--- src/hw/lut_ram_pkg.sv ---
// Purpose: shared constants and types for the dual-port lookup ram and its user
// Assumes: one system clock at 20 MHz
// Notes: storage is cleared by reset so that simulation starts from known contents
package lut_ram_pkg;
  localparam int ADDR_W = 4;
  localparam int DEPTH = 16;
  localparam int NUM_HALVES = 2;
  localparam logic [DEPTH-1:0] MEM_RESET = 16'h0000;
  localparam logic [ADDR_W-1:0] ADDR_RESET = 4'h0;
  localparam int CLK_HZ = 20000000;
  localparam int STALL_LIMIT_MS = 1;
  localparam int STALL_LIMIT_CYCLES = (CLK_HZ / 1000) * STALL_LIMIT_MS;
  localparam int WCLK_DIV_DEFAULT = 4;
  localparam int DIV_W = 16;
  localparam logic [DIV_W-1:0] DIV_RESET = 16'h0000;

  typedef struct packed {
    logic [DEPTH-1:0] bits;
  } half_state_t;

  typedef struct packed {
    logic [ADDR_W-1:0] prev_addr;
    logic prev_we;
    logic fault;
  } dev_state_t;

  typedef enum logic [5:0] {
    ST_IDLE = 6'h01,
    ST_EDGE_WAIT = 6'h02,
    ST_LVL_SETUP = 6'h04,
    ST_LVL_PULSE = 6'h08,
    ST_LVL_HOLD = 6'h10,
    ST_READ = 6'h20
  } user_state_t;

  typedef struct packed {
    user_state_t state;
    logic [ADDR_W-1:0] addr;
    logic [ADDR_W-1:0] rd_addr;
    logic data;
    logic we;
    logic level;
    logic [DIV_W-1:0] div;
    logic wclk_en;
    logic rd1;
    logic rd2;
    logic done;
  } user_reg_t;
endpackage

--- src/hw/lut_ram_if.sv ---
// Purpose: pins between the lookup ram cell and the fabric logic that drives it
// Assumes: all signals on sys_clk
// Notes: write clock edge is carried as the one-cycle enable wclk_en
`timescale 1ns/100ps
`default_nettype none
interface lut_ram_if;
  import lut_ram_pkg::*;
  logic [ADDR_W-1:0] shared_addr;
  logic [ADDR_W-1:0] second_read_address;
  logic wr_data;
  logic wr_en;
  logic wclk_en;
  logic single_port_level;
  logic first_port_out;
  logic second_port_out;

  modport device (
    input shared_addr, second_read_address, wr_data, wr_en, wclk_en, single_port_level,
    output first_port_out, second_port_out
  );
  modport user (
    output shared_addr, second_read_address, wr_data, wr_en, wclk_en, single_port_level,
    input first_port_out, second_port_out
  );
endinterface
`default_nettype wire

--- src/hw/lut_ram_user.sv ---
// Purpose: fabric logic that drives the lookup ram cell from simple commands
// Assumes: one command at a time, taken when cmd_ready is high
// Notes: write clock is a free-running divider enable, never stalled
`timescale 1ns/100ps
`default_nettype none
module lut_ram_user
  import lut_ram_pkg::*;
#(
  parameter int WCLK_DIV = WCLK_DIV_DEFAULT,
  parameter int STALL_CYCLES = STALL_LIMIT_CYCLES
)
(
  // clock and reset
  input wire logic sys_clk,
  input wire logic resetn,
  // ram pins
  lut_ram_if.user ram,
  // command
  input wire logic cmd_valid,
  input wire logic cmd_write,
  input wire logic cmd_level,
  input wire logic [ADDR_W-1:0] cmd_addr,
  input wire logic [ADDR_W-1:0] cmd_rd_addr,
  input wire logic cmd_data,
  output logic cmd_ready,
  // result
  output logic rsp_valid,
  output logic rsp_first,
  output logic rsp_second
);
  localparam int DIV_USED = (WCLK_DIV < STALL_CYCLES) ? WCLK_DIV : STALL_CYCLES - 1;
  localparam logic [DIV_W-1:0] DIV_LAST = DIV_W'(DIV_USED - 1);

  user_reg_t r_r;
  user_reg_t r_nxt;

  always_comb
  begin
    r_nxt = r_r;
    r_nxt.done = 1'b0;
    // write clock period bounded to at most STALL_CYCLES - 1 cycles, below the stall limit
    if (r_r.div >= DIV_LAST)
    begin
      r_nxt.div = DIV_RESET;
      r_nxt.wclk_en = 1'b1;
    end
    else
    begin
      r_nxt.div = r_r.div + 16'h0001;
      r_nxt.wclk_en = 1'b0;
    end
    case (r_r.state)
      ST_IDLE:
      begin
        if (cmd_valid)
        begin
          r_nxt.addr = cmd_addr;
          r_nxt.rd_addr = cmd_rd_addr;
          r_nxt.data = cmd_data;
          r_nxt.level = cmd_level;
          if (!cmd_write)
          begin
            r_nxt.state = ST_READ;
          end
          else if (cmd_level)
          begin
            r_nxt.state = ST_LVL_SETUP;
          end
          else
          begin
            r_nxt.we = 1'b1;
            r_nxt.state = ST_EDGE_WAIT;
          end
        end
      end
      ST_EDGE_WAIT:
      begin
        // the device writes on the edge that ends a cycle with wclk_en high
        if (r_r.wclk_en)
        begin
          r_nxt.we = 1'b0;
          r_nxt.rd1 = ram.first_port_out;
          r_nxt.rd2 = ram.second_port_out;
          r_nxt.done = 1'b1;
          r_nxt.state = ST_IDLE;
        end
      end
      ST_LVL_SETUP:
      begin
        r_nxt.we = 1'b1;
        r_nxt.state = ST_LVL_PULSE;
      end
      ST_LVL_PULSE:
      begin
        r_nxt.we = 1'b0;
        r_nxt.state = ST_LVL_HOLD;
      end
      ST_LVL_HOLD:
      begin
        // address and data held one cycle past the enable falling edge
        r_nxt.rd1 = ram.first_port_out;
        r_nxt.rd2 = ram.second_port_out;
        r_nxt.done = 1'b1;
        r_nxt.state = ST_IDLE;
      end
      ST_READ:
      begin
        r_nxt.rd1 = ram.first_port_out;
        r_nxt.rd2 = ram.second_port_out;
        r_nxt.done = 1'b1;
        r_nxt.state = ST_IDLE;
      end
      default:
      begin
        r_nxt.we = 1'b0;
        r_nxt.state = ST_IDLE;
      end
    endcase
  end

  always_ff @(posedge sys_clk or negedge resetn)
  begin
    if (!resetn)
    begin
      r_r <= '{state: ST_IDLE, addr: ADDR_RESET, rd_addr: ADDR_RESET, data: 1'b0, we: 1'b0,
               level: 1'b0, div: DIV_RESET, wclk_en: 1'b0, rd1: 1'b0, rd2: 1'b0, done: 1'b0};
    end
    else
    begin
      r_r <= r_nxt;
    end
  end

  assign ram.shared_addr = r_r.addr;
  assign ram.second_read_address = r_r.rd_addr;
  assign ram.wr_data = r_r.data;
  assign ram.wr_en = r_r.we;
  assign ram.wclk_en = r_r.wclk_en;
  assign ram.single_port_level = r_r.level;
  assign cmd_ready = (r_r.state == ST_IDLE);
  assign rsp_valid = r_r.done;
  assign rsp_first = r_r.rd1;
  assign rsp_second = r_r.rd2;
endmodule
`default_nettype wire

--- src/flat_wrapper.sv ---
// flat-port wrapper written by rule: the top's interface ports become plain ports
module lut_ram_user_flat import lut_ram_pkg::*;
#(
  parameter int WCLK_DIV = WCLK_DIV_DEFAULT,
  parameter int STALL_CYCLES = STALL_LIMIT_CYCLES
)
  (sys_clk, resetn, cmd_valid, cmd_write, cmd_level, cmd_addr, cmd_rd_addr, cmd_data, cmd_ready, rsp_valid, rsp_first, rsp_second, ram_shared_addr, ram_second_read_address, ram_wr_data, ram_wr_en, ram_wclk_en, ram_single_port_level, ram_first_port_out, ram_second_port_out);
  lut_ram_if ram_i ();
  input wire logic sys_clk;
  input wire logic resetn;
  input wire logic cmd_valid;
  input wire logic cmd_write;
  input wire logic cmd_level;
  input wire logic [ADDR_W-1:0] cmd_addr;
  input wire logic [ADDR_W-1:0] cmd_rd_addr;
  input wire logic cmd_data;
  output logic cmd_ready;
  output logic rsp_valid;
  output logic rsp_first;
  output logic rsp_second;
  output wire logic [$bits(ram_i.shared_addr)-1:0] ram_shared_addr;
  output wire logic [$bits(ram_i.second_read_address)-1:0] ram_second_read_address;
  output wire logic [$bits(ram_i.wr_data)-1:0] ram_wr_data;
  output wire logic [$bits(ram_i.wr_en)-1:0] ram_wr_en;
  output wire logic [$bits(ram_i.wclk_en)-1:0] ram_wclk_en;
  output wire logic [$bits(ram_i.single_port_level)-1:0] ram_single_port_level;
  input wire logic [$bits(ram_i.first_port_out)-1:0] ram_first_port_out;
  input wire logic [$bits(ram_i.second_port_out)-1:0] ram_second_port_out;
  assign ram_shared_addr = ram_i.shared_addr;
  assign ram_second_read_address = ram_i.second_read_address;
  assign ram_wr_data = ram_i.wr_data;
  assign ram_wr_en = ram_i.wr_en;
  assign ram_wclk_en = ram_i.wclk_en;
  assign ram_single_port_level = ram_i.single_port_level;
  assign ram_i.first_port_out = ram_first_port_out;
  assign ram_i.second_port_out = ram_second_port_out;
  lut_ram_user #(.WCLK_DIV(WCLK_DIV), .STALL_CYCLES(STALL_CYCLES)) u_core (.sys_clk(sys_clk), .resetn(resetn), .ram(ram_i), .cmd_valid(cmd_valid), .cmd_write(cmd_write), .cmd_level(cmd_level), .cmd_addr(cmd_addr), .cmd_rd_addr(cmd_rd_addr), .cmd_data(cmd_data), .cmd_ready(cmd_ready), .rsp_valid(rsp_valid), .rsp_first(rsp_first), .rsp_second(rsp_second));
endmodule
--- config.mk ---
export PLATFORM = sky130hd
export DESIGN_NAME = lut_ram_user_flat
export DESIGN_NICKNAME = d
export VERILOG_FILES = /design/src/hw/lut_ram_pkg.sv /design/src/hw/lut_ram_if.sv /design/src/hw/lut_ram_user.sv /design/src/flat_wrapper.sv
export SDC_FILE = /design/constraint.sdc
export NUM_CORES = 1
export LEC_CHECK = 0
export ABC_AREA = 1
export BUFFER_PORTS_ARGS = -buffer_cell sky130_fd_sc_hd__buf_2
export CAP_MARGIN = 20
export CORE_MARGIN = 8
export CORE_UTILIZATION = 55
export CTS_BUF_LIST = sky130_fd_sc_hd__clkbuf_4 sky130_fd_sc_hd__clkbuf_8
export DETAILED_ROUTE_END_ITERATION = 6
export GPL_TIMING_DRIVEN = 0
export PLACE_DENSITY = 0.89
export SKIP_LAST_GASP = 1
export SYNTH_ARGS = -nofsm -noshare
export SYNTH_HDL_FRONTEND = slang
export SYNTH_SLANG_ARGS = --single-unit
--- constraint.sdc ---
create_clock -name sys_clk -period 1.8 [get_ports sys_clk]
set_clock_uncertainty 0.05 [all_clocks]
set_input_delay 0.36 -clock sys_clk [delete_from_list [all_inputs] [get_ports sys_clk]]
set_output_delay 0.36 -clock sys_clk [all_outputs]
set_load 0.05 [all_outputs]
=== Word-level counts from Yosys, hierarchy flattened ===
Index checks and enable logic that the tools add are counted.

* Register bits: 37
* Output and inout port bits: 16
* Logic and storage cells: 42

* $add $sub $neg: 1
* $lt $le $gt $ge: 1
* Eq/ne operators: 10
* Multiplexer cells: 12
* Bitwise operators: 1
* Reductions and logical operators: 6

{| class="wikitable"
|+ Operator list
! operator !! number
|-
| $mux W17 || 2
|-
| $pmux W6 S4 || 1
|-
| $add A16 B1 Y16 const B || 1
|-
| $ge A16 B2 Y1 const B || 1
|-
| $mux W6 || 2
|-
| $eq A6 B1 Y1 const B || 1
|-
| $eq A6 B2 Y1 const B || 1
|-
| $eq A6 B3 Y1 const B || 1
|-
| $eq A6 B4 Y1 const B || 1
|-
| $eq A6 B5 Y1 const B || 1
|-
| $eq A6 B6 Y1 const B || 1
|-
| $mux W3 || 2
|-
| $ne A2 B2 Y1 const B || 3
|-
| $pmux W3 S2 || 1
|-
| $reduce_and A2 Y1 || 3
|-
| $reduce_and A5 Y1 || 1
|-
| $pmux W1 S4 || 1
|-
| $mux W1 || 3
|-
| $ne A2 B1 Y1 const B || 1
|-
| $reduce_bool A2 Y1 || 1
|-
| $reduce_or A2 Y1 || 1
|-
| $not A1 Y1 || 1
|}

=== Logic depth before layout (Yosys ltp) ===
Gate-level depths: netlist of the first run.

* Depth in word-level cells: 4
* Gate-level depth with buffers: 7
* Mapped depth without buffers: 7

=== Worst setup path before layout of the first run ===
No wires, ideal clock.

* Path type: register -> output
* Start: register u_core.r_r[31] (netlist bit)
* End: output port cmd_ready
* Arrival time: 1.171 ns
* Data required time: 1.390 ns
* Slack: 0.219 ns
* Stages on the path, launching flop included: 5
* Path buffers: 0
* Cells stage by stage: dfstp_2 > inv_1 > nor2_4 > nand3_1 > inv_1

* Cells in the longest elaborated chain, start to end: 1

{| class="wikitable"
|+ Ends and longest elaborated chain
! what !! RTL line !! text
|-
| start: declaration || lut_ram_user.sv:34 || <nowiki>user_reg_t r_r;</nowiki>
|-
| start signal: assignment || lut_ram_user.sv:125 || <nowiki>r_r <= '{state: ST_IDLE, addr: ADDR_RESET, rd_addr: ADDR_RESET, data: 1'b0, we: 1'b0,</nowiki>
|-
| start signal: assignment || lut_ram_user.sv:130 || <nowiki>r_r <= r_nxt;</nowiki>
|-
| $eq A6 B1 Y1 || lut_ram_user.sv:140 || <nowiki>assign cmd_ready = (r_r.state == ST_IDLE);</nowiki>
|-
| end: declaration || flat_wrapper.sv:17 || <nowiki>output logic cmd_ready;</nowiki>
|}

Every way passes these cells.

=== Worst setup path after layout of the first run ===
Same ends and word-level chain as after synthesis.

==> qor.yml, run 1 <==
floorplanning:
  die_y_um: 67.4
  die_area_um2: 4540
  die_w_um: 67.4
  core_um2: 2500
  start_util_pct: 58.2
  rows: 18
  ios: 32
global_route:
  grt_usage_pct: 14.2
  grt_pass1_vias: 1173
  grt_max_degree: 38
  grt_pass1_wl_um: 4830
  overflow: 0
  grt_antenna_before_repair: 0
clocking:
  cts_buffer_depth: 2
  path_clk_slew_ns: 0.10
  cts_tree: "done"
  numCtsBuffers: 5
  htreeDepth: 2
  clock_sinks: 37
  clock_latency_ns: 0.34
  root_buffer: "clkbuf_4"
  ctsHoldBuffers: 0
finish:
  top_register: "u_core.r_r"
  largest_reg_flops: 22
  n_antenna_cell: 0
  n_fill_cell: 190
  drive_gt1_share_pct: 34.7
  mostFrequentLayoutCells: "36 x nand2_1, 36 x dfrtp_1, 30 x buf_2, 16 x nor2_1, 15 x buf_4"
  fin_nets: 215
  final_util_pct: 73.2
  design_area_um2: 1830
  area_growth_pct: 25.8
sta:
  final-setup-viol-count: 0
  slew_headroom_pct: 47.7
  fmax_ghz: 0.573
  slew_viol_final: 0
  rsz0062_at_grt: "false"
  period_share_pct: 96.9
  min_period_ns: 1.74
  worst_slew_pin_slew_ns: 0.784
  hold_viol: 0
  tns_ns: 0
  fin_worst_hold_slack_ns: 0.0375
setup_path:
  critPathKind: "reg -> out"
  r2r_slack_ns: 0.36
  endpoint: "cmd_ready"
  worstSetupStartpoint: "u_core.r_r[31]"
  crit_path_end_kind: "output port"
  r2r.worst_path.cells: 7
  reg2reg_from: "u_core.r_r[33]"
  start_kind: "register"
  rr_endpoint: "u_core.ram.wr_en"
  crit_fanout: 2
  critical_path_arrival_ns: 1.33
  cp.required_ns: 1.39
logic_synthesis:
  synth.area.top_cells: "dfrtp_1 62%, nand2_1 9.3%, buf_4 4.1%, nor2_1 4.1%, nand3_1 2.4%"
  ys_ff_latch: 37
  ys_seq_area_share_pct: 63.8
  postSynthCellCount: 140
  synth_area_um2: 1450
  ys_warn_count: 0
  syn_area_per_cell_um2: 10.4
  synth_top_cell_area_share_pct: 62.0
  yosysTopAreaCell: "dfrtp_1"
  synth_cell_types: 23
placed_design:
  dpl_cell_area_um2: 1700
  gp_congestion: 0.855
  io_buffers: 31
  hpwl_um: 2090
pwr:
  power.total_w: 0.00304
  ir_drop_mv: 1.39
  p_leak_nw: 1.00
  p_per_area_nw_per_um2: 1660
drt:
  avgViaCountPerCell: 4.90
  drt.antenna.violating_nets: 0
  drc: 0
  first_iter_violations: 96
  routedWlPerCell_um: 13.3
  vias: 1122
  wl_um: 3040
  drt-pass1-iter-count: 4
min_path:
  hold_class: "in -> async"
job:
  cap_violations: 0
outcome:
  status: "finished, final reports clean"
==> metal layers <==
layer,share of wire (%),up-vias,GRT usage (%),routed length (um)
met2,54,37,25.4,1650
met1,36,537,13.8,1090
met4,3.3,0,8.88,100
met3,6.5,13,4.97,197
li1,-,535,-,-
met5,0,-,0,0
==> layout make-up <==
cell class | instances | area, um^2 | area share [%]
clock buffer | 8 | 66.3 | 3.63
multi-input combinational | 95 | 464 | 25.4
timing repair buffer | 38 | 218 | 11.9
inverter | 12 | 45.0 | 2.46
sequential | 37 | 927 | 50.7
tap | 30 | 37.5 | 2.05
buffer | 9 | 71.3 | 3.90
==> cell families (layout without fill, tap and decap cells) <==
family | Yosys count | count (layout) | share of synthesized area (%)
buffers and inverters | 21 | 67 | 8.00
DFF | 37 | 37 | 63.8
AOI/OAI and AO/OA | 5 | 5 | 1.89
adders and majority gates | 1 | 1 | 0.860
and+or+nand+nor | 75 | 75 | 25.2
other | 1 | 14 | 0.258
==> report_power, final <==
part           switching (W)  internal, W  total [W]
combinational       0.000978     0.000474    0.00145
sequential         0.0000973      0.00102    0.00111
clock               0.000255     0.000223   0.000478
==> what timing repair did <==
item,in CTS,in global routing
gates resized for setup,3,2
pin swaps,2,2
setup buffers,4,3
endpoints found under the setup margin,1,1
==> cells in the mapped netlist <==
| master | instances |
|---|---|
| a21oi_1 | 2 |
| buf_4 | 8 |
| buf_6 | 1 |
| conb_1 | 1 |
| dfrtp_1 | 36 |
| dfstp_2 | 1 |
| ha_1 | 1 |
| inv_1 | 9 |
| inv_2 | 3 |
| nand2_1 | 36 |
| nand2_2 | 1 |
| nand3_1 | 7 |
| nand4_1 | 5 |
| nand4_2 | 1 |
| nand4_4 | 1 |
| nor2_1 | 16 |
| nor2_2 | 2 |
| nor2_4 | 3 |
| nor3_1 | 1 |
| nor3b_1 | 1 |
| nor4_1 | 1 |
| o21ai_1 | 2 |
| o21bai_1 | 1 |
==> worst max-delay path: stages (launching register included) <==
cell and delay (ns):
dfstp_2 0.55, inv_1 0.06, nor2_4 0.10, nand3_2 0.09, inv_2 0.07, buf_8 0.14
==> worst min-delay path by stage <==
stage	start	end	slack, ns	depth (start not counted)
final	resetn	u_core.r_r[9]	0.04	1
after global routing	resetn	u_core.r_r[34]	0.11	1
after CTS	resetn	u_core.r_r[9]	0.06	1
after detailed placement	u_core.r_r[4]	u_core.r_r[4]	0.39	1
after global placement	u_core.r_r[4]	u_core.r_r[4]	0.37	1
after floorplan	resetn	u_core.r_r[10]	0.01	0
==> per-stage QoR <==
step                std cells  setup WS (ns)
finish                    229         0.0562
global route              229        0.00247
CTS                       226         0.0288
detailed placement        214          0.171
global placement          214          0.190
floorplan                 153          0.219
Note: power is estimated with default switching activity, not from simulation.
==> inputs of run 2 (changes only) <==
--- a/config.mk
+++ b/config.mk
@@ -14,6 +14,7 @@
 export DETAILED_ROUTE_END_ITERATION = 6
 export GPL_TIMING_DRIVEN = 0
 export PLACE_DENSITY = 0.89
+export REMOVE_ABC_BUFFERS = 1
 export SKIP_LAST_GASP = 1
 export SYNTH_ARGS = -nofsm -noshare
 export SYNTH_HDL_FRONTEND = slang
==> run 2 against run 1 <==
  * Critical path depth unchanged
  * Sequential power about the same
  * Flip-flop and latch count unchanged
  * Sequential share of layout area up 2.6 points
  * Cell count down 4.4%
  * Via count down 7.0%
  * Register-to-register slack worse by 0.03 ns
  * Die area unchanged
  * Largest power group unchanged
==> qor.yml, run 2 (synthesized netlist as in run 1, its figures left out) <==
pwr:
  ir_drop_mv: 1.33
  p_sw_w: 0.00129
  p_sw_share_pct: 45.5
  power.total_w: 0.00283
  p_per_area_nw_per_um2: 1630
  p_comb_share_pct: 45.8
  p_int_w: 0.00154
  clock_power_share_pct: 14.8
  p_leak_nw: 0.947
  power_frac_seq_pct: 39.4
finish:
  final_util_pct: 69.6
  top_register: "u_core.r_r"
  mostFrequentLayoutCells: "36 x nand2_1, 36 x dfrtp_1, 30 x buf_2, 16 x nor2_1, 14 x conb_1"
  n_fill_cell: 197
  area_growth_pct: 19.6
  largest_reg_flops: 22
  drive_gt1_share_pct: 31.7
  n_antenna_cell: 0
  fin_nets: 205
clocking:
  htreeDepth: 2
  cts_buffer_depth: 2
  cts_tree: "done"
  clock_latency_ns: 0.33
  clock_sinks: 37
  numCtsBuffers: 5
  root_buffer: "clkbuf_4"
  path_clk_slew_ns: 0.11
sta:
  worst_slew_pin_slew_ns: 0.770
  min_period_ns: 1.72
  fmax_ghz: 0.580
  slew_viol_final: 0
  hold_viol: 0
  final-setup-viol-count: 0
  fin_worst_hold_slack_ns: 0.0392
  tns_ns: 0
  period_share_pct: 95.8
  rsz0062_at_grt: "false"
  slew_headroom_pct: 48.7
drt:
  dr_wl_met2_um: 1370
  routedWlPerCell_um: 12.4
  vias: 1044
  drt.antenna.violating_nets: 0
  top_layer_used: "met4"
  avgViaCountPerCell: 4.77
  met1Wirelength_um: 1080
  first_iter_violations: 94
  wl_um: 2720
  drc: 0
  drt-pass1-iter-count: 4
  route.met3.wl_um: 223
min_path:
  hold_class: "in -> async"
global_route:
  overflow: 0
  grt_antenna_before_repair: 0
  grt_max_degree: 38
  grt_pass1_wl_um: 4690
  grt_usage_pct: 13.7
  grt_pass1_vias: 1113
placed_design:
  hpwl_um: 1960
  io_buffers: 31
  gp_congestion: 0.845
setup_path:
  start_kind: "register"
  critPathKind: "reg -> out"
  crit_fanout: 2
  crit_path_end_kind: "output port"
  cp.required_ns: 1.39
  critical_path_arrival_ns: 1.31
outcome:
  status: "finished, final reports clean"
floorplanning:
  die_w_um: 67.4
  start_util_pct: 58.2
  die_y_um: 67.4
  die_area_um2: 4540
  core_um2: 2500
  ios: 32
  rows: 18
job:
  cap_violations: 0
## run 2: cell types whose count changed in the layout (fill, tap and decap cells not counted)
cell / before / now
buf_4: 15 / 6
clkinv_2: 0 / 2
buf_6: 1 / 0
clkbuf_4: 7 / 6
clkbuf_8: 1 / 0
inv_1: 8 / 7
inv_2: 4 / 5
## run 2: per-stage QoR
stage	setup WS (ns)	instances	area, um^2
after floorplan	0.219	144	1430
after global placement	0.202	205	1620
after detailed placement	0.169	205	1620
after CTS	0.0213	218	1730
after global routing	0.000363	219	1740
final	0.0757	219	1740
## run 2: final cells by class
type                            count  area, um^2  area share, %
Multi-Input combinational cell     95         464           26.7
Inverter                           12        45.0           2.59
Clock buffer                        6        45.0           2.59
Tap cell                           30        37.5           2.16
Clock inverter                      2        10.0          0.576
Sequential cell                    37         927           53.3
Timing Repair Buffer               37         210           12.1
## run 2: worst max-delay path, cell delays in order (launching register included)
cell and delay, ns:
dfstp_2 0.56, inv_2 0.05, nor2_4 0.09, nand3_2 0.09, inv_2 0.07, buf_8 0.14
## run 2: metal layers
metal | vias up | global-route usage, %
met2 | 28 | 23.1
met3 | 4 | 6.46
li1 | 516 | -
met4 | 0 | 5.22
met5 | - | 0
met1 | 496 | 14.7
## run 2: final timing paths
path	depth (start not counted)	slack [ns]	startpoint	endpoint
max reg2reg	7	0.33	u_core.r_r[31]	u_core.ram.shared_addr[0]
min reg2reg	1	0.41	u_core.r_r[4]	u_core.r_r[4]
max in group asynchronous	1	1.17	resetn	u_core.ram.wr_data
max	5	0.08	u_core.r_r[31]	cmd_ready
min	1	0.04	resetn	u_core.rsp_valid
min in group sys_clk	2	0.15	cmd_write	u_core.r_r[36]
## run 2: power groups by stage
stage | Clock, W | Combinational, W | Sequential [W]
after floorplan | 0 | 0.000383 | 0.00163
after global placement | 0 | 0.00114 | 0.00112
after detailed placement | 0 | 0.00117 | 0.00113
after CTS | 0.000433 | 0.00127 | 0.00112
after global routing | 0.000477 | 0.00139 | 0.00114
final | 0.000418 | 0.00130 | 0.00111
## run 2: what timing repair did
action                     4_1_cts  5_1_grt
setup endpoints to repair        1        1
setup buffers                    5        1
pin swaps                        3        1
gates resized for setup          3        3
hold buffers                     0        0
